## src/hw/sar_consts.svh

```systemverilog
// constants of the conversion sequencer: timing, reset values, trim layout
// assumes a 100 MHz system clock; included by bare name
`ifndef SAR_CONSTS_SVH
`define SAR_CONSTS_SVH

// ****************************************************************
// timing
// ****************************************************************
`define SAR_CLK_PERIOD_NS   10
`define SAR_MASTER_DIV      4
`define SAR_FINISH_TICKS    1
`define SAR_HOLD_MARGIN_NS  50
// slowest pin clock is 100 kHz, so no edge for 20 us means held low
`define SAR_IDLE_NS         20000
`define SAR_IDLE_CYCLES     (`SAR_IDLE_NS / `SAR_CLK_PERIOD_NS)
`define SAR_INT_DIV         25

// ****************************************************************
// calibration
// ****************************************************************
`define SAR_TRIM_W          6
`define SAR_TRIM_RESET      6'h20
`define SAR_CAL_STEPS       8

`endif

```

## src/hw/sar_pkg.sv

```systemverilog
// types shared by the conversion sequencer files
// assumes nothing of its surroundings
package sar_pkg;

    typedef enum logic [2:0] {
        ST_TRACK     = 3'h0,
        ST_WAIT_SYNC = 3'h1,
        ST_CONVERT   = 3'h2,
        ST_FINISH    = 3'h3,
        ST_CAL       = 3'h4
    } seq_state_t;

    typedef enum logic [1:0] {
        DAC_TRACK     = 2'h0,
        DAC_CONVERT   = 2'h1,
        DAC_CALIBRATE = 2'h2
    } dac_mode_t;

endpackage

```

## src/hw/sar_clock_select.sv

```systemverilog
// master clock selection and divide-by-four conversion tick
// assumes master_clock_input is an asynchronous pin
`timescale 1ns/1ps
`default_nettype none
`include "sar_consts.svh"

module sar_clock_select
    import sar_pkg::*;
#(
    parameter int IDLE_CYCLES = `SAR_IDLE_CYCLES,
    parameter int INT_DIV     = `SAR_INT_DIV
) (
    // clock and reset
    input  wire logic clk,
    input  wire logic reset_n,
    // pin
    input  wire logic master_clock_input,
    // ticks
    output logic      master_tick,
    output logic      conv_tick,
    output logic      use_internal_osc
);

    localparam logic [11:0] IDLE_LAST = 12'(IDLE_CYCLES - 1);
    localparam logic [7:0]  OSC_LAST  = 8'(INT_DIV - 1);

    typedef struct packed {
        logic        sync1;
        logic        sync2;
        logic        prev;
        logic [11:0] idle_cnt;
        logic [7:0]  osc_cnt;
        logic [1:0]  quarter;
        logic        use_int;
        logic        mtick;
        logic        ctick;
        logic [2:0]  mt_since;
    } clk_state_t;

    clk_state_t s_reg;
    clk_state_t s_next;

    always_comb begin
        logic rise;
        logic tick;
        rise = 1'b0;
        tick = 1'b0;
        s_next = s_reg;
        s_next.sync1 = master_clock_input;
        s_next.sync2 = s_reg.sync1;
        s_next.prev = s_reg.sync2;
        rise = s_reg.sync2 & ~s_reg.prev;
        // pin held low long enough: fall back to the internal oscillator
        if (s_reg.sync2) begin
            s_next.idle_cnt = 12'h000;
            s_next.use_int = 1'b0;
        end else if (s_reg.idle_cnt == IDLE_LAST) begin
            s_next.use_int = 1'b1;
        end else begin
            s_next.idle_cnt = s_reg.idle_cnt + 12'h001;
        end
        s_next.osc_cnt = (s_reg.osc_cnt == OSC_LAST) ? 8'h00 : s_reg.osc_cnt + 8'h01;
        tick = s_reg.use_int ? (s_reg.osc_cnt == OSC_LAST) : rise;
        s_next.mtick = tick;
        s_next.ctick = tick && (s_reg.quarter == 2'h3);
        if (tick) begin
            s_next.quarter = s_reg.quarter + 2'h1;
        end
        if (s_reg.ctick) begin
            s_next.mt_since = 3'h0;
        end else if (s_reg.mtick) begin
            s_next.mt_since = s_reg.mt_since + 3'h1;
        end
    end

    always_ff @(posedge clk or negedge reset_n) begin
        if (!reset_n) begin
            s_reg <= '0;
        end else begin
            s_reg <= s_next;
        end
    end

    assign master_tick      = s_reg.mtick;
    assign conv_tick        = s_reg.ctick;
    assign use_internal_osc = s_reg.use_int;

    a_div_four: assert property (@(posedge clk) disable iff (!reset_n)
        (s_reg.ctick && $past(s_reg.ctick, 1) == 1'b0 && s_reg.mt_since != 3'h0)
        |-> (s_reg.mtick && s_reg.mt_since == 3'h3))
        else $error("conversion tick not every fourth master tick");

endmodule
`default_nettype wire

```

## src/hw/sar_conversion_sequencer.sv

```systemverilog
// successive approximation sequencer with hold start, clamp and self calibration
// assumes comparator and range flags come from the analog front end, asynchronous
`timescale 1ns/1ps
`default_nettype none
`include "sar_consts.svh"

module sar_conversion_sequencer
    import sar_pkg::*;
#(
    parameter int RES         = 16,
    parameter int TRIM_W      = `SAR_TRIM_W,
    parameter int IDLE_CYCLES = `SAR_IDLE_CYCLES
) (
    // clock and reset
    input  wire logic                  clk,
    input  wire logic                  reset_n,
    // pins from the host side
    input  wire logic                  master_clock_input,
    input  wire logic                  hold_n,
    input  wire logic                  bipolar,
    input  wire logic                  cal_start,
    // analog front end
    input  wire logic                  cmp_below,
    input  wire logic                  over_range,
    input  wire logic                  under_range,
    // capacitor array control
    output logic                       track,
    output logic                       msb_to_reference,
    output dac_mode_t                  dac_mode,
    output logic [RES-1:0]             dac_code,
    output logic [$clog2(RES)-1:0]     cal_bit,
    output logic [RES*TRIM_W-1:0]      trim_code,
    // result
    output logic [RES-1:0]             result,
    output logic                       result_done,
    output logic                       busy,
    output logic                       cal_busy,
    output logic                       use_internal_osc
);

    localparam int IDXW       = $clog2(RES);
    localparam int CONV_TICKS = `SAR_MASTER_DIV * RES + `SAR_FINISH_TICKS;
    localparam logic [RES-1:0]    MSB_ONLY = {1'b1, {(RES-1){1'b0}}};
    localparam logic [IDXW-1:0]   TOP_IDX  = IDXW'(RES - 1);
    localparam logic [TRIM_W-1:0] TRIM_MAX = '1;
    localparam logic [3:0]        CAL_LAST = 4'(`SAR_CAL_STEPS - 1);

    // ****************************************************************
    // state
    // ****************************************************************
    typedef struct packed {
        logic [5:0]                   sync1;
        logic [5:0]                   sync2;
        logic                         hold_prev;
        logic                         cal_prev;
        seq_state_t                   state;
        logic [RES-1:0]               sar;
        logic [IDXW-1:0]              bit_idx;
        logic [RES-1:0]               result;
        logic                         done;
        logic                         clamp_hi;
        logic                         clamp_lo;
        logic [RES-1:0][TRIM_W-1:0]   trim;
        logic [IDXW-1:0]              cal_idx;
        logic [3:0]                   cal_step;
        logic [7:0]                   conv_cnt;
        logic [4:0]                   step_cnt;
        logic [2:0]                   wait_cnt;
    } seq_reg_t;

    seq_reg_t s_reg;
    seq_reg_t s_next;
    logic     master_tick;
    logic     conv_tick;
    logic     hold_fall;
    logic     cal_rise;

    sar_clock_select #(
        .IDLE_CYCLES (IDLE_CYCLES),
        .INT_DIV     (`SAR_INT_DIV)
    ) i_sar_clock_select (
        .clk                (clk),
        .reset_n            (reset_n),
        .master_clock_input (master_clock_input),
        .master_tick        (master_tick),
        .conv_tick          (conv_tick),
        .use_internal_osc   (use_internal_osc)
    );

    // hold is trusted to stay low past one master period, no glitch filter
    assign hold_fall = s_reg.hold_prev & ~s_reg.sync2[0];
    assign cal_rise  = ~s_reg.cal_prev & s_reg.sync2[5];

    // ****************************************************************
    // next state
    // ****************************************************************
    always_comb begin
        s_next = s_reg;
        s_next.sync1 = {cal_start, bipolar, under_range, over_range, cmp_below, hold_n};
        s_next.sync2 = s_reg.sync1;
        s_next.hold_prev = s_reg.sync2[0];
        s_next.cal_prev = s_reg.sync2[5];
        s_next.done = 1'b0;
        // all durations are whole master periods
        if (master_tick && (s_reg.state == ST_CONVERT || s_reg.state == ST_FINISH)) begin
            s_next.conv_cnt = s_reg.conv_cnt + 8'h01;
        end
        if (master_tick && s_reg.state == ST_WAIT_SYNC) begin
            s_next.wait_cnt = s_reg.wait_cnt + 3'h1;
        end
        unique case (s_reg.state)
            ST_TRACK: begin
                if (cal_rise) begin
                    s_next.state = ST_CAL;
                    s_next.cal_idx = '0;
                    s_next.cal_step = 4'h0;
                end else if (hold_fall) begin
                    // sample frozen now, sequence waits for the divided clock
                    s_next.state = ST_WAIT_SYNC;
                    s_next.wait_cnt = 3'h0;
                end
            end
            ST_WAIT_SYNC: begin
                if (conv_tick) begin
                    s_next.state = ST_CONVERT;
                    s_next.sar = MSB_ONLY;
                    s_next.bit_idx = TOP_IDX;
                    s_next.conv_cnt = 8'h00;
                    s_next.step_cnt = 5'h00;
                    s_next.clamp_hi = 1'b0;
                    s_next.clamp_lo = 1'b0;
                end
            end
            ST_CONVERT: begin
                if (conv_tick) begin
                    // one decision per bit, msb first
                    if (s_reg.sync2[1]) begin
                        s_next.sar[s_reg.bit_idx] = 1'b0;
                    end
                    s_next.clamp_hi = s_reg.clamp_hi | s_reg.sync2[2];
                    s_next.clamp_lo = s_reg.clamp_lo | s_reg.sync2[3];
                    s_next.step_cnt = s_reg.step_cnt + 5'h01;
                    if (s_reg.bit_idx == '0) begin
                        s_next.state = ST_FINISH;
                    end else begin
                        s_next.bit_idx = s_reg.bit_idx - 1'b1;
                        s_next.sar[IDXW'(s_reg.bit_idx - 1'b1)] = 1'b1;
                    end
                end
            end
            ST_FINISH: begin
                if (master_tick) begin
                    // offset binary falls out of the array in bipolar mode
                    if (s_reg.clamp_hi) begin
                        s_next.result = '1;
                    end else if (s_reg.clamp_lo) begin
                        s_next.result = '0;
                    end else begin
                        s_next.result = s_reg.sar;
                    end
                    s_next.done = 1'b1;
                    // hold still low: a fresh conversion with no acquisition time
                    if (!s_reg.sync2[0]) begin
                        s_next.state = ST_WAIT_SYNC;
                        s_next.wait_cnt = 3'h0;
                    end else begin
                        s_next.state = ST_TRACK;
                    end
                end
            end
            ST_CAL: begin
                // hold is ignored while calibrating
                if (conv_tick) begin
                    // below means bit weight short of lower sum plus dummy lsb
                    if (s_reg.sync2[1] && s_reg.trim[s_reg.cal_idx] != TRIM_MAX) begin
                        s_next.trim[s_reg.cal_idx] = s_reg.trim[s_reg.cal_idx] + 1'b1;
                    end else if (!s_reg.sync2[1] && s_reg.trim[s_reg.cal_idx] != '0) begin
                        s_next.trim[s_reg.cal_idx] = s_reg.trim[s_reg.cal_idx] - 1'b1;
                    end
                    s_next.cal_step = s_reg.cal_step + 4'h1;
                    if (s_reg.cal_step == CAL_LAST) begin
                        s_next.cal_step = 4'h0;
                        if (s_reg.cal_idx == TOP_IDX) begin
                            s_next.state = ST_TRACK;
                        end else begin
                            s_next.cal_idx = s_reg.cal_idx + 1'b1;
                        end
                    end
                end
            end
            default: begin
                s_next.state = ST_TRACK;
            end
        endcase
    end

    // ****************************************************************
    // registers
    // ****************************************************************
    always_ff @(posedge clk or negedge reset_n) begin
        if (!reset_n) begin
            s_reg <= '0;
            s_reg.sync1 <= 6'h01;
            s_reg.sync2 <= 6'h01;
            s_reg.hold_prev <= 1'b1;
            s_reg.state <= ST_TRACK;
            s_reg.trim <= {RES{`SAR_TRIM_RESET}};
        end else begin
            s_reg <= s_next;
        end
    end

    // ****************************************************************
    // outputs
    // ****************************************************************
    assign track            = (s_reg.state == ST_TRACK);
    assign msb_to_reference = s_reg.sync2[4] && (s_reg.state == ST_TRACK);
    assign dac_mode         = (s_reg.state == ST_TRACK) ? DAC_TRACK :
                              (s_reg.state == ST_CAL) ? DAC_CALIBRATE : DAC_CONVERT;
    assign dac_code         = s_reg.sar;
    assign cal_bit          = s_reg.cal_idx;
    assign trim_code        = s_reg.trim;
    assign result           = s_reg.result;
    assign result_done      = s_reg.done;
    assign busy             = (s_reg.state != ST_TRACK);
    assign cal_busy         = (s_reg.state == ST_CAL);

    // ****************************************************************
    // checks
    // ****************************************************************
    a_msb_first: assert property (@(posedge clk) disable iff (!reset_n)
        (s_reg.state == ST_WAIT_SYNC && conv_tick)
        |=> (s_reg.state == ST_CONVERT && s_reg.sar == MSB_ONLY))
        else $error("conversion did not start at half scale");
    a_clamp_high: assert property (@(posedge clk) disable iff (!reset_n)
        (s_reg.state == ST_FINISH && master_tick && s_reg.clamp_hi)
        |=> (s_reg.done && s_reg.result == '1))
        else $error("over range not clamped to all ones");
    a_clamp_low: assert property (@(posedge clk) disable iff (!reset_n)
        (s_reg.state == ST_FINISH && master_tick && s_reg.clamp_lo && !s_reg.clamp_hi)
        |=> (s_reg.done && s_reg.result == '0))
        else $error("under range not clamped to all zeros");
    a_hold_freeze: assert property (@(posedge clk) disable iff (!reset_n)
        (s_reg.state == ST_TRACK && hold_fall && !cal_rise) |=> !track ##0 busy)
        else $error("hold edge did not freeze the sample");
    a_track_return: assert property (@(posedge clk) disable iff (!reset_n)
        (s_reg.state == ST_FINISH && master_tick && s_reg.sync2[0]) |=> (track && result_done))
        else $error("no return to tracking after conversion");
    a_hold_repeat: assert property (@(posedge clk) disable iff (!reset_n)
        (s_reg.state == ST_FINISH && master_tick && !s_reg.sync2[0])
        |=> (s_reg.state == ST_WAIT_SYNC && !track))
        else $error("hold held low did not restart conversion");
    a_conv_length: assert property (@(posedge clk) disable iff (!reset_n)
        s_reg.done |-> (s_reg.conv_cnt == 8'(CONV_TICKS)))
        else $error("conversion length in master periods is wrong");
    a_step_count: assert property (@(posedge clk) disable iff (!reset_n)
        s_reg.done |-> (s_reg.step_cnt == 5'(RES)))
        else $error("decision count differs from resolution");
    a_sync_delay: assert property (@(posedge clk) disable iff (!reset_n)
        (s_reg.state == ST_WAIT_SYNC) |-> (s_reg.wait_cnt < 3'(`SAR_MASTER_DIV)))
        else $error("sequence start later than four master periods");
    a_result_hold: assert property (@(posedge clk) disable iff (!reset_n)
        $changed(s_reg.result) |-> s_reg.done)
        else $error("result changed outside completion");
    a_trim_in_cal: assert property (@(posedge clk) disable iff (!reset_n)
        $changed(s_reg.trim) |-> ($past(s_reg.state) == ST_CAL && $past(conv_tick)))
        else $error("trim changed outside calibration step");

endmodule
`default_nettype wire

```

## config.mk

```make
export PLATFORM = sky130hd
export DESIGN_NAME = sar_conversion_sequencer
export DESIGN_NICKNAME = d
export VERILOG_FILES = /design/src/hw/sar_pkg.sv /design/src/hw/sar_clock_select.sv /design/src/hw/sar_conversion_sequencer.sv
export VERILOG_INCLUDE_DIRS = /design/src /design/src/hw
export SDC_FILE = /design/constraint.sdc
export NUM_CORES = 1
export LEC_CHECK = 0
export BUFFER_PORTS_ARGS = -buffer_cell sky130_fd_sc_hd__buf_2
export CAP_MARGIN = 20
export CORE_MARGIN = 5
export CORE_UTILIZATION = 62
export DETAILED_ROUTE_END_ITERATION = 10
export GPL_ROUTABILITY_DRIVEN = 0
export PLACE_DENSITY_LB_ADDON = 0.15
export SETUP_SLACK_MARGIN = 0.2
export SLEW_MARGIN = 20
export SYNTH_ARGS = -nofsm -noshare
export SYNTH_HDL_FRONTEND = slang
export SYNTH_SLANG_ARGS = --single-unit
export TNS_END_PERCENT = 50
```

## constraint.sdc

```tcl
create_clock -name clk -period 8.8 [get_ports clk]
set_clock_uncertainty 0.2 [all_clocks]
set_input_delay 1.32 -clock clk [delete_from_list [all_inputs] [get_ports clk]]
set_output_delay 1.32 -clock clk [all_outputs]
set_load 0.02 [all_outputs]
```

==> results of run 1 <==
==> cell type report <==
class,count,share of cell area
Sequential cell,188,0.457
Multi-Input combinational cell,459,0.375
Timing Repair Buffer,155,0.0775
Inverter,17,0.00616
Tap cell,216,0.0261
Clock inverter,10,0.0134
Clock buffer,22,0.0448
==> placed cells by master (no fill, tap or decap), types with 7 or more instances in the layout <==
cell type / n
sky130_fd_sc_hd__a21oi_1: 42
sky130_fd_sc_hd__a31oi_1: 7
sky130_fd_sc_hd__and3_1: 9
sky130_fd_sc_hd__buf_2: 147
sky130_fd_sc_hd__buf_4: 7
sky130_fd_sc_hd__clkbuf_16: 17
sky130_fd_sc_hd__dfrtp_1: 169
sky130_fd_sc_hd__dfstp_2: 19
sky130_fd_sc_hd__ha_1: 12
sky130_fd_sc_hd__inv_1: 16
sky130_fd_sc_hd__mux2_1: 72
sky130_fd_sc_hd__mux2_4: 24
sky130_fd_sc_hd__mux4_2: 22
sky130_fd_sc_hd__nand2_1: 46
sky130_fd_sc_hd__nand3_1: 16
sky130_fd_sc_hd__nor2_1: 36
sky130_fd_sc_hd__nor2b_1: 10
sky130_fd_sc_hd__o21ai_0: 57
sky130_fd_sc_hd__xnor2_1: 10
sky130_fd_sc_hd__xor2_1: 11
==> worst max-delay path, cell delays in order, from the launching register on <==
cell	delay [ns]
sky130_fd_sc_hd__dfrtp_1	0.32
sky130_fd_sc_hd__buf_4	0.42
sky130_fd_sc_hd__mux4_2	0.58
sky130_fd_sc_hd__nand2_1	0.14
sky130_fd_sc_hd__and4_1	0.72
sky130_fd_sc_hd__inv_1	0.19
sky130_fd_sc_hd__ha_1	0.31
sky130_fd_sc_hd__nand2_1	0.10
sky130_fd_sc_hd__and4b_4	0.22
sky130_fd_sc_hd__a311oi_4	0.94
sky130_fd_sc_hd__and3_1	0.47
sky130_fd_sc_hd__mux2_1	0.37
==> path summary, 6_finish.rpt <==
check | from | endpoint | slack [ns] | cells after the start
max | cal_bit[0]$_DFFE_PN0P_ | trim_code[51]$_DFFE_PN0P_ | 3.69 | 11
min | s_next[166]$_DFF_PN0_ | s_reg[166]$_DFF_PN0_ | 0.14 | 0
max reg2reg | cal_bit[0]$_DFFE_PN0P_ | trim_code[51]$_DFFE_PN0P_ | 3.69 | 11
min reg2reg | s_next[166]$_DFF_PN0_ | s_reg[166]$_DFF_PN0_ | 0.14 | 0
max in group asynchronous | reset_n | async pin | 6.08 | 2
min in group asynchronous | reset_n | trim_code[10]$_DFFE_PN0P_ | 0.81 | 1
==> power by group <==
part           internal [mW]  switching (mW)
Sequential             0.916          0.0697
Combinational          0.179           0.377
Clock                  0.462           0.323
==> per-stage QoR <==
step	util	instances	setup slack (ns)
after floorplan	-	845	5.07
after global placement	0.615	1035	3.97
after detailed placement	0.615	1035	3.79
after CTS	0.654	1067	3.77
after global routing	0.654	1067	3.45
final	0.654	1067	3.69
==> metal layers <==
layer	global-route usage	vias up	routed length [um]
met2	0.365	202	9790
met5	0	-	0
met4	0.0806	0	488
met3	0.0430	32	1250
met1	0.338	3213	9490
li1	-	2827	-
==> kinds of logic (layout without fill, tap and decap cells) <==
family / Yosys count / count (layout) / synth area share
adders and majority gates: 12 / 12 / 0.0151
muxes: 127 / 127 / 0.182
xor gates and xnor gates: 21 / 21 / 0.0185
DFF: 188 / 188 / 0.476
and+or+nand+nor: 168 / 168 / 0.0962
AOI/OAI and AO/OA: 131 / 131 / 0.0786
buffers and inverters: 198 / 204 / 0.134
==> impl_metrics.yaml, run 1 <==
place:
  detailed_place.area_um2: 9740
  dp_hpwl_um: 14800
  port_buffers: 148
floorplan:
  initial_utilization: 0.628
  core-area_um2: 15800
  floorplan.die_area_um2: 18700
  die_width_um: 137
  placementRows: 46
  pin_count: 149
  chipHeight_um: 137
layout:
  antennaDiodeCount: 0
  num-fill-cells: 1196
  largest_register_ffs: 80
  multi_input_area_um2: 3890
  layout-area-overhead-vs-synth_pct: 4.19
  final-seq-area_um2: 4730
  nNetsFinal: 859
  post_route_cells_drive_above_1_share: 0.322
  final_area_um2: 10400
grt:
  antenna_violations_before_repair: 0
  tot_gr_track_use: 0.236
  grt_max_degree: 115
  grt_pass1_wl_um: 34000
  first_global_vias: 6224
  total_grt_overflow: 0
yosys:
  yosysSeqAreaShare: 0.476
  postSynthCellCount: 845
  synthTopCellsByCount: "sky130_fd_sc_hd__dfrtp_1, sky130_fd_sc_hd__buf_4, sky130_fd_sc_hd__mux2_1, sky130_fd_sc_hd__o21ai_0, sky130_fd_sc_hd__nand2_1"
  synth_top_flop_cell: "sky130_fd_sc_hd__dfrtp_1"
  synth_enable_flop_cells: 0
  synth_warnings: 0
  syn-cell-area_um2: 9940
  postSynthRegisterBits: 188
  syn_avg_cell_area_um2: 11.8
  post_synth_num_cell_types: 63
  synth_most_common_cell: "sky130_fd_sc_hd__dfrtp_1"
  yosys-top-cells-area: "sky130_fd_sc_hd__dfrtp_1, sky130_fd_sc_hd__buf_4, sky130_fd_sc_hd__mux2_1"
  async_flop_share: 1.00
  synth.top_cell.area_share: 0.426
  postSynthNetCount: 866
  synth_top_cell_by_area: "sky130_fd_sc_hd__dfrtp_1"
route:
  via_count: 6274
  detailedRoute.firstPassIterationCount: 5
  drt-vias-per-instance: 5.88
  post_drt_wl_per_cell_um: 19.7
  detailedRoute.firstIterationViolations: 436
  post_detailed_route_drc_marker_count: 0
  drtAntennaViolNets: 0
  wirelength_um: 21000
clock_network:
  inserted_clock_buffers: 17
  ctsRootBufferMaster: "sky130_fd_sc_hd__clkbuf_16"
  cts_setup_buffers: 0
  clock_path_buffers: 2
  clk_transition_reported_paths_ns: 0.07
  cts_hold_buf: 0
  htree_num_levels: 4
  postCtsResizedCells: 0
  cts_tree: "done"
  clock_insertion_delay_worst_skew_ns: 0.44
  cts.sinks: 188
timing:
  post-route-min-period_ns: 5.11
  maxSlewHeadroom: 0.262
  finalCritPeriodShare: 0.581
  rsz0062_at_grt: "false"
  setup_viol: 0
  max_slew_violations: 0
  hold_ws_ns: 0.143
  finalSetupTns_ns: 0
  timing_hold_violations_final: 0
  worstMarginPinSlew_ns: 1.11
  max_freq_mhz: 196
hold_path:
  holdCritPathClass: "reg2reg"
power_and_ir_drop:
  report.power.total_mw: 2.33
  leak_pwr_nw: 5.20
  worst_case_vdd_ir_drop_mv: 0.142
  p_per_area_nw_per_um2: 225
setup_path:
  setup.worst_path.class: "reg2reg"
  crit_end_element: "flop"
  worst_ep_arrival_time_ns: 5.22
  critical_path_peak_fanout: 26
  critical_path_data_required_time_ns: 8.91
  worst_setup_path_start_kind: "flop"
run_status:
  run_status: "finished clean"
run:
  max_cap_viol_count: 0
No activity file was read; power rests on OpenSTA's default activity.
==> inputs of run 2 (changes only) <==
ABC_AREA = 1   (was unset)
CORE_UTILIZATION = 53   (was 62)
clock period = 4.7 ns   (was 8.8 ns; I/O delays follow)
==> run 2 against run 1 <==
Against the previous run: utilization decreased by 8.6 points; worst setup slack got worse by 3.1 ns; final cell count increased by 55%; sequential power increased by 84%; die area increased by 23%; sequential cell count unchanged; via count increased by 33%; critical endpoint is now trim_code[45]$_DFFE_PN0P_; largest cell class unchanged.
==> impl_metrics.yaml, run 2 <==
setup_path:
  crit_end_element: "flop"
  worstSetupStartpoint: "cal_bit[0]$_DFFE_PN0P_"
  worstPathCellList: "inv_2, nand2_1, nand3_1, nand2_1, nand2_1, nand2_1, nor2_4, inv_2, ha_1, inv_1, nor2_2, nand2_2, nor2_4, nor2_4, o21ai_2, nand2_1, nand2_1"
  worst_path_max_delay_cell: "sky130_fd_sc_hd__dfrtp_2"
  critical_path.most_common_cell: "sky130_fd_sc_hd__nand2_1"
  worst_setup_path_start_kind: "flop"
  worst_ep_arrival_time_ns: 4.27
  setup.worst_path.class: "reg2reg"
  ff2ff_path_depth: 17
  crit-reg2reg-launch: "cal_bit[0]$_DFFE_PN0P_"
  critical_path_peak_fanout: 35
  setup.worst_path.end: "trim_code[45]$_DFFE_PN0P_"
  critical_path_data_required_time_ns: 4.87
  critical_path.max_stage_delay_ns: 0.77
  r2r_setup_slk_ns: 0.60
  rr_endpoint: "trim_code[45]$_DFFE_PN0P_"
power_and_ir_drop:
  p_sw_mw: 1.66
  clock_power_share: 0.333
  internal_power_mw: 2.85
  seqPwrFrac: 0.401
  report.power.total_mw: 4.52
  power.switching_fraction: 0.369
  leak_pwr_nw: 5.72
  p_per_area_nw_per_um2: 404
  worst_case_vdd_ir_drop_mv: 0.252
  combinational_cell_fraction_of_total_power: 0.266
floorplan:
  floorplan.die_area_um2: 23000
  core-area_um2: 19700
  chipHeight_um: 152
  initial_utilization: 0.542
  die_width_um: 152
  pin_count: 149
  placementRows: 51
route:
  via_count: 8326
  wirelength_um: 25100
  drt-vias-per-instance: 5.04
  detailedRoute.firstPassIterationCount: 6
  drtAntennaViolNets: 0
  post_detailed_route_drc_marker_count: 0
  detailedRoute.firstIterationViolations: 548
  post_drt_wl_per_cell_um: 15.2
place:
  detailed_place.area_um2: 10500
  port_buffers: 148
  dp_hpwl_um: 18100
  post-place-cells: 1619
yosys:
  synth_most_common_cell: "sky130_fd_sc_hd__nand2_1"
  synth_top_flop_cell: "sky130_fd_sc_hd__dfrtp_1"
  syn-cell-area_um2: 10600
  post_synth_num_cell_types: 42
  synth_top_cell_by_area: "sky130_fd_sc_hd__dfrtp_1"
  synthTopCellsByCount: "sky130_fd_sc_hd__nand2_1, sky130_fd_sc_hd__inv_1, sky130_fd_sc_hd__dfrtp_1, sky130_fd_sc_hd__buf_4, sky130_fd_sc_hd__nor2_1"
  syn_avg_cell_area_um2: 7.78
  yosys-top-cells-area: "sky130_fd_sc_hd__dfrtp_1, sky130_fd_sc_hd__nand2_1, sky130_fd_sc_hd__buf_4"
  synth_enable_flop_cells: 0
  postSynthCellCount: 1368
  yosysSeqAreaShare: 0.444
  synth_warnings: 0
  synth.top_cell.area_share: 0.397
  async_flop_share: 1.00
  postSynthNetCount: 1389
  postSynthRegisterBits: 188
grt:
  total_grt_overflow: 0
  grt_max_degree: 90
  antenna_violations_before_repair: 0
  grt_pass1_wl_um: 41000
  tot_gr_track_use: 0.225
  first_global_vias: 7886
layout:
  layout.cells.most_common: "sky130_fd_sc_hd__nand2_1"
  final_area_um2: 11200
  post_route_cells_drive_above_1_share: 0.185
  mostFrequentLayoutCells: "sky130_fd_sc_hd__nand2_1, sky130_fd_sc_hd__inv_1, sky130_fd_sc_hd__dfrtp_1"
  stdcell_count: 1652
  largest_register_ffs: 80
  nNetsFinal: 1394
  layout-area-overhead-vs-synth_pct: 4.86
run:
  max_cap_viol_count: 0
timing:
  finalCritPeriodShare: 0.872
  rsz0062_at_grt: "false"
  post-route-min-period_ns: 4.10
  max_slew_violations: 0
  finalSetupTns_ns: 0
  worstMarginPinSlew_ns: 0.903
  maxSlewHeadroom: 0.398
  setup_viol: 0
  timing_hold_violations_final: 0
  max_freq_mhz: 244
clock_network:
  ctsRootBufferMaster: "sky130_fd_sc_hd__clkbuf_16"
  cts_tree: "done"
  clock_insertion_delay_worst_skew_ns: 0.44
  clk_transition_reported_paths_ns: 0.07
  cts.sinks: 188
  inserted_clock_buffers: 17
  postCtsResizedCells: 0
  clock_path_buffers: 2
  htree_num_levels: 4
  cts_setup_buffers: 0
  cts_hold_buf: 0
hold_path:
  holdCritPathClass: "in2async"
run_status:
  run_status: "finished clean"
-- run 2: worst min path at each step --
stage                                                    endpoint  slack (ns)
final                                   trim_code[16]$_DFFE_PN0P_        0.12
after global routing                        s_next[164]$_DFF_PN1_        0.14
after CTS                                   s_next[164]$_DFF_PN1_        0.14
after detailed placement                     s_reg[166]$_DFF_PN0_        0.14
after global placement                       s_reg[166]$_DFF_PN0_        0.13
after floorplan           i_sar_clock_select.s_next[28]$_DFF_PN0_        0.13
-- run 2: cells by family (layout without fill, tap and decap cells) --
group,count (synthesis),after routing,synth area share
flip-flops,188,188,0.444
buffers and inverters,352,370,0.182
adder cells (fa/ha/maj),12,12,0.0141
AO/OA/AOI/OAI,195,195,0.0961
multiplexers,1,1,0.00106
AND/OR/NAND/NOR,611,611,0.255
other,0,1,0
XOR/XNOR,9,9,0.00740
-- run 2: metal layers --
layer	vias to the layer above	track usage	routed length [um]
li1	4149	-	-
met1	3879	0.335	12000
met2	266	0.335	10900
met3	32	0.0509	1770
met4	0	0.0575	361
met5	-	0	0
-- run 2: metrics by stage --
| stage | setup slack [ns] | hold slack (ns) | util |
|---|---|---|---|
| finish | 0.601 | 0.118 | 0.568 |
| global route | 0.269 | 0.145 | 0.568 |
| CTS | 0.668 | 0.144 | 0.568 |
| detailed placement | 0.682 | 0.140 | 0.537 |
| global placement | 0.701 | 0.133 | 0.537 |
| floorplan | 1.75 | 0.131 | - |
-- run 2: worst max-delay path: cells and delay by family (launching register included) --
| kind | cells | cell delay (ns) |
|---|---|---|
| simple gates | 12 | 1.33 |
| flops | 1 | 0.77 |
| buf+inv | 3 | 0.74 |
| compound gates | 1 | 0.72 |
| fa+ha+maj | 1 | 0.25 |
-- run 2: layout make-up --
cell class	count	area [um^2]
fillers	1881	8490
flip-flops and latches	188	4730
multi-input cells	828	3980
repair buffers	155	815
inverters	183	689
clock buffers	18	439
well taps	265	332
clock inverters	14	176
diodes	1	2.50
-- run 2: power by group through the flow --
stage                     registers [mW]  logic, mW  clock network [mW]
after floorplan                     1.81      0.978                   0
after global placement              1.84       1.19                   0
after detailed placement            1.84       1.19                   0
after CTS                           1.81       1.20                1.53
after global routing                1.82       1.35                1.60
final                               1.81       1.20                1.50
